**config.mk**
```make
export PLATFORM = sky130hd
export DESIGN_NAME = pvs_lane_steer
export DESIGN_NICKNAME = d
export VERILOG_FILES = /design/src/shared/pvs_pkg.sv /design/src/rtl/pvs_opt_store.sv /design/src/rtl/pvs_lane_steer.sv
export SDC_FILE = /design/constraint.sdc
export NUM_CORES = 1
export LEC_CHECK = 0
export BUFFER_PORTS_ARGS = -buffer_cell sky130_fd_sc_hd__buf_2
export CORE_ASPECT_RATIO = 1.25
export CORE_MARGIN = 2
export CORE_UTILIZATION = 51
export CTS_BUF_LIST = sky130_fd_sc_hd__clkbuf_2
export DETAILED_ROUTE_END_ITERATION = 12
export PLACE_DENSITY = 0.82
export SYNTH_ARGS = -nofsm -noshare
export SYNTH_HDL_FRONTEND = slang
export SYNTH_HIERARCHICAL = 1
export SYNTH_SLANG_ARGS = --single-unit
```
**constraint.sdc**
```tcl
create_clock -name sys_clk -period 3.7 [get_ports sys_clk]
set_input_delay 1.11 -clock sys_clk [delete_from_list [all_inputs] [get_ports sys_clk]]
set_output_delay 1.11 -clock sys_clk [all_outputs]
set_load 0.02 [all_outputs]
```
**src/shared/pvs_pkg.sv**
```systemverilog
// Package for the byte lane steering block of the bus bridge.
// Assumes a single 100 MHz clock domain and synchronous active-low resets.
package pvs_pkg;

    localparam int PVS_DATA_W = 32;
    localparam int PVS_ADDR_W = 31;
    localparam int PVS_OPT_W = 36;
    // Tri-state lead before a direction control turns inward, in cycles
    localparam int PVS_TURN_LEAD_CYC = 1;
    // Fast clock periods that transceiver enable stays negated after system reset
    localparam int PVS_SYSRST_HOLD_CYC = 8;
    localparam logic [2:0] PVS_DIR_RESET = 3'h0;
    localparam logic [PVS_OPT_W-1:0] PVS_OPT_RESET = 36'h000000000;

    typedef enum logic [1:0] {
        PVS_IDLE,
        PVS_DRIVE,
        PVS_RELEASE
    } pvs_dir_e;

    // Steering result for one access
    typedef struct packed {
        logic [3:0] sel0;
        logic [3:0] sel1;
        logic [3:0] sel2;
        logic [3:0] sel3;
        logic ds1;
        logic ds0;
        logic a1;
        logic lword;
        logic legal;
    } pvs_map_s;

endpackage : pvs_pkg

```
**src/rtl/pvs_opt_store.sv**
```systemverilog
// Small register store holding the captured power-up option word.
// Assumes the caller pulses the capture strobe once per power-up release.
`timescale 1ns/100ps
module pvs_opt_store
    import pvs_pkg::*;
#(
    parameter int WIDTH = PVS_OPT_W
) (
    input wire logic sys_clk,
    input wire logic rst_n,
    input wire logic capture,
    input wire logic [WIDTH-1:0] wdata,
    output logic [WIDTH-1:0] rdata
);

    typedef struct packed {
        logic [WIDTH-1:0] word;
    } pvs_store_s;

    pvs_store_s state;
    pvs_store_s next_state;

    always_comb begin
        next_state = state;
        if (capture) begin
            next_state.word = wdata;
        end
    end

    // Power reset does not clear the store: the value lives past the latch edge
    always_ff @(posedge sys_clk) begin
        state <= next_state;
    end

    assign rdata = state.word;

endmodule : pvs_opt_store

```
**src/rtl/pvs_lane_steer.sv**
```systemverilog
// Byte lane steering, 64-bit unpack and transceiver direction control.
// Assumes the PCI side presents one access per cycle with its byte enables and low address bits.
`timescale 1ns/100ps
//////////////////////////////////////////////////////////////////////////////////////////////////////////////////////
// Function
// - Always translate PCI to VME data address-invariantly.
// - Single byte, address 00 and 01: lanes, strobes, A1, LWORD per table.
// - Single byte, address 10 and 11: lanes, strobes, A1, LWORD per table.
// - Two-byte accesses swap lanes, both strobes low, A1/LWORD per table.
// - Three-byte accesses reverse lanes, A1 and LWORD low.
// - Full word access reverses all lanes, strobes, A1, LWORD low.
// - 64-bit unpack yields two words, all enables, address bit 2 picks half.
// - First unpack word: low PCI bytes from VME address A31-A16.
// - First unpack word: upper PCI bytes from A15-A8, A7-A1 plus LWORD.
// - Direction controls high while driving the VME lines.
// - Direction controls low while the VME bus drives inward.
// - Address strobe direction has its own separate control.
// - Tri-state outputs one clock before the grouped directions turn inward; the address strobe direction turns inward with no lead.
// - Option pins default low, the 64-bit request pin defaults high.
// - No VME drive in reset; enable negated during and after system reset.
// - Capture option values from address and data pins at power reset release.
module pvs_lane_steer
    import pvs_pkg::*;
#(
    parameter int SYSRST_HOLD = PVS_SYSRST_HOLD_CYC
) (
    input wire logic sys_clk,
    input wire logic rst_n,
    input wire logic power_on_reset_n,
    input wire logic vme_sysrst_n,
    input wire logic acc_valid,
    input wire logic acc_write,
    input wire logic acc_unpack,
    input wire logic [3:0] acc_be_n,
    input wire logic [2:0] acc_addr,
    input wire logic [PVS_DATA_W-1:0] pci_wdata,
    output logic [PVS_DATA_W-1:0] pci_rdata,
    output logic [3:0] pci_rbe_n,
    output logic acc_error,
    input wire logic vme_out_req,
    input wire logic as_out_req,
    input wire logic [PVS_ADDR_W-1:0] vme_side_address_pins_in,
    input wire logic [PVS_DATA_W-1:0] vme_side_data_pins_in,
    input wire logic vme_lword_in,
    input wire logic req64_pin_in,
    output logic [PVS_DATA_W-1:0] vme_side_data_pins_out,
    output logic vme_side_pins_oe_n,
    output logic vme_ds1,
    output logic vme_ds0,
    output logic vme_a1,
    output logic vme_lword,
    output logic addr_xcvr_dir,
    output logic addr_modifier_xcvr_dir,
    output logic addr_strobe_xcvr_dir,
    output logic data_xcvr_dir,
    output logic data_strobe_xcvr_dir,
    output logic slave_group_xcvr_dir,
    output logic syscon_group_xcvr_dir,
    output logic xcvr_output_enable_n,
    output logic [PVS_OPT_W-1:0] power_up_options,
    output logic pci_bus_64
);

    initial begin
        if (SYSRST_HOLD < 1 || SYSRST_HOLD > 255) begin
            $error("SYSRST_HOLD out of range");
        end
    end

    //////////////////////////////////////////////////////////////////////////////////////////////////////////////////
    // Lane map decode; sel[k] gives the PCI byte that feeds VME byte k (one-hot)
    function automatic pvs_map_s lane_map(input logic [3:0] be_n, input logic [1:0] a);
        pvs_map_s m;
        m = '{sel0: 4'h0, sel1: 4'h0, sel2: 4'h0, sel3: 4'h0, ds1: 1'b1, ds0: 1'b1, a1: 1'b0, lword: 1'b1,
              legal: 1'b1};
        case ({be_n, a})
            6'b1110_00: begin m.sel1 = 4'h1; m.ds1 = 1'b0; end
            6'b1101_01: begin m.sel0 = 4'h2; m.ds0 = 1'b0; end
            6'b1011_10: begin m.sel1 = 4'h4; m.ds1 = 1'b0; m.a1 = 1'b1; end
            6'b0111_11: begin m.sel0 = 4'h8; m.ds0 = 1'b0; m.a1 = 1'b1; end
            6'b1100_00: begin
                m.sel1 = 4'h1; m.sel0 = 4'h2; m.ds1 = 1'b0; m.ds0 = 1'b0;
            end
            6'b1001_01: begin
                m.sel2 = 4'h2; m.sel1 = 4'h4; m.ds1 = 1'b0; m.ds0 = 1'b0; m.a1 = 1'b1; m.lword = 1'b0;
            end
            6'b0011_10: begin
                m.sel1 = 4'h4; m.sel0 = 4'h8; m.ds1 = 1'b0; m.ds0 = 1'b0; m.a1 = 1'b1;
            end
            6'b1000_00: begin
                m.sel3 = 4'h1; m.sel2 = 4'h2; m.sel1 = 4'h4; m.ds0 = 1'b0; m.lword = 1'b0;
            end
            6'b0001_01: begin
                m.sel2 = 4'h2; m.sel1 = 4'h4; m.sel0 = 4'h8; m.ds1 = 1'b0; m.lword = 1'b0;
            end
            6'b0000_00: begin
                m.sel3 = 4'h1; m.sel2 = 4'h2; m.sel1 = 4'h4; m.sel0 = 4'h8;
                m.ds1 = 1'b0; m.ds0 = 1'b0; m.lword = 1'b0;
            end
            default: begin
                m.legal = 1'b0;
            end
        endcase
        return m;
    endfunction : lane_map

    // Pick one byte from a word by one-hot select
    function automatic logic [7:0] pick(input logic [3:0] sel, input logic [31:0] w);
        logic [7:0] r;
        r = 8'h00;
        for (int i = 0; i < 4; i++) begin
            if (sel[i]) begin
                r = w[i*8 +: 8];
            end
        end
        return r;
    endfunction : pick

    // Read direction mirrors the write map, so a byte comes back on the lane it went out on
    function automatic logic [31:0] gather(input pvs_map_s m, input logic [31:0] w);
        logic [31:0] r;
        r = 32'h00000000;
        for (int i = 0; i < 4; i++) begin
            if (m.sel0[i]) r[i*8 +: 8] = w[7:0];
            if (m.sel1[i]) r[i*8 +: 8] = w[15:8];
            if (m.sel2[i]) r[i*8 +: 8] = w[23:16];
            if (m.sel3[i]) r[i*8 +: 8] = w[31:24];
        end
        return r;
    endfunction : gather

    //////////////////////////////////////////////////////////////////////////////////////////////////////////////////
    typedef struct packed {
        pvs_dir_e dir_st;
        logic drive_oe;
        logic as_dir;
        logic [7:0] hold_cnt;
        logic xcvr_en;
        logic por_prev;
        logic [PVS_DATA_W-1:0] vdata;
        logic [PVS_DATA_W-1:0] rdata;
        logic [3:0] rbe_n;
        logic err;
        logic ds1;
        logic ds0;
        logic a1;
        logic lword;
        logic pci64;
    } pvs_state_s;

    pvs_state_s state;
    pvs_state_s next_state;
    pvs_map_s amap;
    logic any_reset;
    logic opt_capture;
    logic [PVS_OPT_W-1:0] opt_word;
    logic [PVS_DATA_W-1:0] vme_swap;

    assign amap = lane_map(acc_be_n, acc_addr[1:0]);
    assign any_reset = !rst_n || !power_on_reset_n || !vme_sysrst_n;
    // Option pins sampled on the release edge of the power reset
    assign opt_capture = power_on_reset_n && !state.por_prev;
    assign opt_word = {vme_side_data_pins_in[31:27], vme_side_address_pins_in};
    // Full reversal of the VME word, used only for the second unpack word
    assign vme_swap = {vme_side_data_pins_in[7:0], vme_side_data_pins_in[15:8],
                       vme_side_data_pins_in[23:16], vme_side_data_pins_in[31:24]};

    always_comb begin
        next_state = state;
        next_state.por_prev = power_on_reset_n;
        next_state.err = 1'b0;
        // Direction sequencer: outputs float one cycle before the turn inward
        case (state.dir_st)
            PVS_IDLE: begin
                if (vme_out_req) begin
                    next_state.dir_st = PVS_DRIVE;
                    next_state.drive_oe = 1'b1;
                end
            end
            PVS_DRIVE: begin
                if (!vme_out_req) begin
                    next_state.dir_st = PVS_RELEASE;
                    next_state.drive_oe = 1'b0;
                end
            end
            PVS_RELEASE: begin
                next_state.dir_st = PVS_IDLE;
            end
            default: begin
                next_state.dir_st = PVS_IDLE;
                next_state.drive_oe = 1'b0;
            end
        endcase
        // Early bus release needs the strobe direction on its own path
        next_state.as_dir = as_out_req;
        if (acc_valid) begin
            if (acc_unpack) begin
                next_state.rbe_n = 4'h0;
                if (!acc_addr[2]) begin
                    next_state.rdata = {vme_side_address_pins_in[6:0], vme_lword_in,
                                        vme_side_address_pins_in[14:7],
                                        vme_side_address_pins_in[22:15],
                                        vme_side_address_pins_in[30:23]};
                end else begin
                    next_state.rdata = vme_swap;
                end
            end else if (!amap.legal) begin
                next_state.err = 1'b1;
            end else begin
                next_state.ds1 = amap.ds1;
                next_state.ds0 = amap.ds0;
                next_state.a1 = amap.a1;
                next_state.lword = amap.lword;
                if (acc_write) begin
                    next_state.vdata = {pick(amap.sel3, pci_wdata), pick(amap.sel2, pci_wdata),
                                        pick(amap.sel1, pci_wdata), pick(amap.sel0, pci_wdata)};
                end else begin
                    next_state.rdata = gather(amap, vme_side_data_pins_in);
                    next_state.rbe_n = acc_be_n;
                end
            end
        end
        // Transceiver enable stays negated during and after a system reset
        if (!vme_sysrst_n) begin
            next_state.hold_cnt = 8'(SYSRST_HOLD);
            next_state.xcvr_en = 1'b0;
        end else if (state.hold_cnt != 8'h00) begin
            next_state.hold_cnt = state.hold_cnt - 8'h01;
        end else begin
            next_state.xcvr_en = 1'b1;
        end
        if (any_reset) begin
            next_state.dir_st = PVS_IDLE;
            next_state.drive_oe = 1'b0;
            next_state.as_dir = 1'b0;
        end
        // Undriven request pin reads high through its pull-up, meaning 32-bit
        if (opt_capture) begin
            next_state.pci64 = !req64_pin_in;
        end
    end

    always_ff @(posedge sys_clk) begin
        if (!rst_n) begin
            state <= '{dir_st: PVS_IDLE, drive_oe: 1'b0, as_dir: 1'b0, hold_cnt: 8'h00, xcvr_en: 1'b0,
                       por_prev: 1'b1, vdata: 32'h00000000, rdata: 32'h00000000, rbe_n: 4'hf, err: 1'b0,
                       ds1: 1'b1, ds0: 1'b1, a1: 1'b0, lword: 1'b1, pci64: 1'b0};
        end else begin
            state <= next_state;
        end
    end

    //////////////////////////////////////////////////////////////////////////////////////////////////////////////////
    pvs_opt_store #(
        .WIDTH(PVS_OPT_W)
    ) u_opt (
        .sys_clk(sys_clk),
        .rst_n(rst_n),
        .capture(opt_capture),
        .wdata(opt_word),
        .rdata(power_up_options)
    );

    // Groups stay outward through the release cycle, so the pins float before the turn
    assign addr_xcvr_dir = (state.dir_st == PVS_DRIVE || state.dir_st == PVS_RELEASE) && !any_reset;
    assign addr_modifier_xcvr_dir = addr_xcvr_dir;
    assign data_xcvr_dir = addr_xcvr_dir;
    assign data_strobe_xcvr_dir = addr_xcvr_dir;
    assign slave_group_xcvr_dir = addr_xcvr_dir;
    assign syscon_group_xcvr_dir = addr_xcvr_dir;
    assign addr_strobe_xcvr_dir = state.as_dir && !any_reset;
    assign vme_side_pins_oe_n = !(state.drive_oe && !any_reset);
    assign xcvr_output_enable_n = !state.xcvr_en || !vme_sysrst_n;
    assign vme_side_data_pins_out = state.vdata;
    assign vme_ds1 = state.ds1;
    assign vme_ds0 = state.ds0;
    assign vme_a1 = state.a1;
    assign vme_lword = state.lword;
    assign pci_rdata = state.rdata;
    assign pci_rbe_n = state.rbe_n;
    assign acc_error = state.err;
    assign pci_bus_64 = state.pci64;

endmodule : pvs_lane_steer

```
---- Word level (Yosys, flattened, before mapping) ----
Cells that the tools add are included.
Widths: inputs -> output; s select.
cells by class
  add/sub/neg operators ................... 1
  equality and inequality tests ........... 15
  mux-type cells .......................... 53
  bitwise logic cells ..................... 4
  reduce and logical (&&, ||, !) cells .... 38
operator list
  cell                 count
  $mux 8               32
  $mux 36              3
  $eq 6x6->1 const B   6
  $mux 32              1
  $reduce_or 7->1      2
  $reduce_or 4->1      3
  $reduce_or 10->1     1
  $reduce_and 3->1     3
  $logic_not 1->1      8
  $mux 1               8
  $pmux 4 s2           1
  $reduce_bool 8->1    1
  $reduce_or 2->1      4
  $sub 8x1->8 const B  1
  $eq 6x3->1 const B   1
  $eq 6x4->1 const B   1
  $eq 6x5->1 const B   1
  $logic_not 6->1      1
  $mux 3               2
  $pmux 3 s2           1
  $reduce_or 6->1      1
  $mux 5               1
  $logic_and 1x1->1    4
  $logic_or 1x1->1     4
  14 further kinds     20
word-level totals
  bits in registers ....................... 124
  input bits .............................. 113
  word-level logic and storage cells ...... 128

---- Depth between registers and ports, before layout ----
  depth after elaboration ................. 10
  depth in mapped cells ................... 10
  gate-level depth less buffers ........... 6

---- Modules after synthesis ----
Netlist, hierarchy kept.
by module, submodules not included
  module          instances  cells each  area each (µm²)  sequential area each (µm²)
  pvs_lane_steer  1          605         5,149.9          1,761.7
  pvs_opt_store   1          36          1,081.0          1,081.0

---- Worst setup path after synthesis ----
Ideal clock, no wire load.
  path type ............................... input to register
  start ................................... in power_on_reset_n
  end ..................................... reg u_opt.state (netlist bit u_opt/rdata[0]) (enable)
  arrival time ............................ 2,791 ps
  slack ................................... 473 ps
  stages on the path ...................... 1
  path buffers ............................ 0
  cell sequence ........................... nor2b_1
on the way
  cells in the longest elaborated chain, start to end .. 1
ends and longest elaborated chain
  what                    line                   RTL
  start: declaration      pvs_lane_steer.sv:29   input wire logic power_on_reset_n,
  $logic_and 1x1->1       pvs_lane_steer.sv:162  assign opt_capture = power_on_reset_n && !state.por_prev;
  end signal: assignment  pvs_opt_store.sv:32    state <= next_state;
  end: declaration        pvs_opt_store.sv:20    pvs_store_s state;
No other way between the ends.
A chain may end at the register's enable or synchronous reset.

---- Worst setup path in the final report ----
  start ................................... in rst_n
  end ..................................... out slave_group_xcvr_dir
on the way
  cells in the longest elaborated chain, start to end .. 5
ends and longest elaborated chain
  what                            line                   RTL
  start: declaration              pvs_lane_steer.sv:28   input wire logic rst_n,
  $logic_not 1->1                 n/a
  $logic_or 1x1->1 (2 in series)  pvs_lane_steer.sv:160  assign any_reset = !rst_n || !power_on_reset_n || !vme_sysrst_n;
  $logic_not 1->1                 pvs_lane_steer.sv:265  assign addr_xcvr_dir = (state.dir_st == PVS_DRIVE || state.dir_st == PVS_RELEASE) && !any_reset;
  $logic_and 1x1->1               pvs_lane_steer.sv:265
  end: declaration                pvs_lane_steer.sv:57   output logic slave_group_xcvr_dir,
No other way between the ends.

==> results.toml <==
[synth]
ys_warn_count = 6
synth_top_cell_by_area = "dfxtp_1"
synthCells = 641
synth_top_flop_cell = "dfxtp_1"
synth-xor-area-share = 0.0127
netlist_area_um2 = 6230
synth_top_family_by_area = "compound AO/OA/AOI/OAI gates"
synthMuxAreaShare = 0.0546
synth_edf_count = 36
async_flop_share = 0
synthesis.nets = 760
ys_types = 55
synth_compound_area_frac = 0.206
synthAdderAreaFrac = 0.0120
yosys.area.top_type_share = 0.283
synth_simple_gate_area_frac = 0.126
synth_area_leaders = "dfxtp_1 28%, edfxtp_1 17%, buf_4 8.9%"
yosysSeqAreaShare = 0.456
ys_ff_latch = 124
synth_area_per_cell_um2 = 9.72

[floorplan]
die_h_um = 128
row_count = 45
ioPinCount = 232
start_util = 0.517
coreArea_um2 = 12000
die_area_um2 = 13100
die_w_um = 103

[job]
max_cap_viol_count = 0

[clocking]
clock_latency_ns = 0.63
cts.sinks = 124
cts_setup_buffers = 0
cts_buffer_depth = 2
ctsHtreeMaxLevel = 4
cts_buffers = 17
cts_hold_buf = 0
ctsRootBufferMaster = "clkbuf_2"
postCtsResizedCells = 0
cts_tree = "built"
path_clk_slew_ns = 0.15

[finish]
fin_nets = 906
postLayoutCoreUtil = 0.592
layout_common_cells = "231 x buf_2, 88 x dfxtp_1, 54 x a21oi_1"
fin_cells = 965
area_growth_pct = 14.5
num-fill-cells = 1140
final_area_um2 = 7130
drive_gt1_frac = 0.370
mostFrequentLayoutCell = "buf_2"

[hold_path]
hold_path_depth = 2
min_path_type = "reg2reg"
hold-path-endpoint = "pci_rdata[3]$_SDFFE_PN0P_"
min_from = "pci_rdata[3]$_SDFFE_PN0P_"

[setup_path]
rrSetupSlack_ns = 1.71
endpoint_kind = "output port"
reg2reg_from = "state[79]$_SDFFE_PN0P_"
crit_type = "in2out"
path_buf_inv = 2
cp_max_fo = 6
cp.required_ns = 2.59
cp-start-kind = "input pin"
crit_cells = 4
crit_chain = "buf_2 > and3_1 > and2_1 > buf_2"
cpMostUsedCell = "buf_2"
slowest_stage = "and3_1"
crit_family = "simple AND/OR/NAND/NOR gates"
reg2reg_to = "state[79]$_SDFFE_PN0P_"
slowest_delay_ns = 0.23
cp_data_arrival_time_ns = 1.87
r2r_cells = 5

[timing]
fin_skew_ns = 0.0233
slew_headroom = 0.387
rsz0062_at_grt = "no"
whs_ns = 0.476
fin_crit_sh = 0.806
setup_viol = 0
hold_viol = 0
tightest_slew_ns = 0.919
maxSlewViolCount = 0
fmax_mhz = 335
fin_crit_ns = 2.98
setup_tns_ns = 0

[routing]
drt-total-wl_mm = 15.9
wl_met1_mm = 6.36
wire_per_inst_um = 16.5
vias = 5342
drtIter0Drc = 272
dr_wl_met3_mm = 1.18
dr.pass1.iters = 5
routed.top_layer = "met4"
drtAntennaViolNets = 0
vias_per_cell = 5.54
drc_errors = 0
route.met2.wl_mm = 8.03

[global_routing]
overflow = 0
grt_usage = 0.237
grt_pass1_wl_mm = 24.6
grt_max_degree = 57
grt_pass1_vias = 5007
antenna_found_initial = 2

[placement]
place_congestion = 0.850
dp.cells = 932
place_hpwl_mm = 11.6
placed_cell_area_um2 = 6970
io_buffer_count = 231

[power_and_ir_drop]
cellPowerDensity_nw_per_um2 = 400
p_leak_nw = 3.19
ir_drop_mv = 0.306

[outcome]
status = "finished clean"
kinds of logic after synthesis:
logic type / count (synthesis)
AOI/OAI and AO/OA: 179
and+or+nand+nor: 155
buffers and inverters: 134
DFF: 124
muxes: 34
xor gates and xnor gates: 9
adders and majority gates: 6
worst min-delay path: stages, from the launching register on:
cell and delay (ns):
dfxtp_1 0.34, nand3_1 0.06, a21oi_1 0.06
metal layers:
metal,track usage,vias to the layer above
met2,0.412,251
met1,0.287,2492
met4,0.0836,0
met5,0,-
met3,0.0536,27
li1,-,2572
state kept, by name, indices dropped and copies added (netlist names):
signal                  flops
pci_rbe_n                   4
pci_bus_64                  1
vme_a1                      1
state                      14
pci_rdata                  32
u_opt/rdata                36
vme_lword                   1
vme_ds0                     1
vme_ds1                     1
vme_side_data_pins_out     32
acc_error                   1
worst max-delay path by stage:
stage	start	end	slack, ns
detailed placement	acc_be_n[1]	pci_rdata[31]$_SDFFE_PN0P_	0.40
floorplan	power_on_reset_n	u_opt/rdata[0]$_DFFE_PP_	0.47
global placement	acc_be_n[1]	pci_rdata[25]$_SDFFE_PN0P_	0.42
finish	rst_n	slave_group_xcvr_dir	0.72
global route	state[86]$_SDFFE_PP0P_	addr_modifier_xcvr_dir	0.62
CTS	state[86]$_SDFFE_PP0P_	addr_xcvr_dir	0.71
cells in the mapped netlist (2+ instances only):
cell / number
dfxtp_1: 88
buf_4: 74
a21oi_1: 54
nor2_1: 39
edfxtp_1: 36
mux2i_1: 34
nand2_1: 29
clkbuf_1: 28
o21ai_0: 25
a221o_1: 21
nand3_1: 19
nor3_1: 17
a221oi_1: 14
a22oi_1: 14
inv_1: 14
nor2b_1: 14
and3_1: 11
a211oi_1: 10
buf_2: 9
o21a_1: 9
a31o_2: 8
o22a_1: 8
xnor2_1: 7
ha_1: 6
buf_6: 4
a31oi_1: 3
and2_1: 3
buf_1: 3
nor4_1: 3
or2_2: 3
or3_1: 3
a21o_1: 2
a221oi_2: 2
nand3b_1: 2
nor4b_1: 2
or2_1: 2
or4_1: 2
xor2_1: 2
final cells by class:
class	count	area, um^2	area share
Tap cell	164	205	0.0288
Inverter	15	56.3	0.00789
Clock buffer	20	100	0.0140
Timing Repair Buffer	246	1270	0.178
Clock inverter	11	57.6	0.00807
Multi-Input combinational cell	383	2600	0.364
Antenna cell	2	5.00	0.000702
Sequential cell	124	2840	0.398
stage by stage:
stage / worst slack (ns) / power, W
floorplan: 0.473 / 0.00207
global placement: 0.417 / 0.00223
detailed placement: 0.398 / 0.00225
finish: 0.718 / 0.00286
CTS: 0.712 / 0.00288
global route: 0.617 / 0.00302
where the power goes:
group	switching [W]	total (W)	internal, W
logic	0.000378	0.000674	0.000295
clock network	0.000475	0.000640	0.000164
registers	0.0000599	0.00154	0.00148
Note: power is estimated with default switching activity, not from simulation.
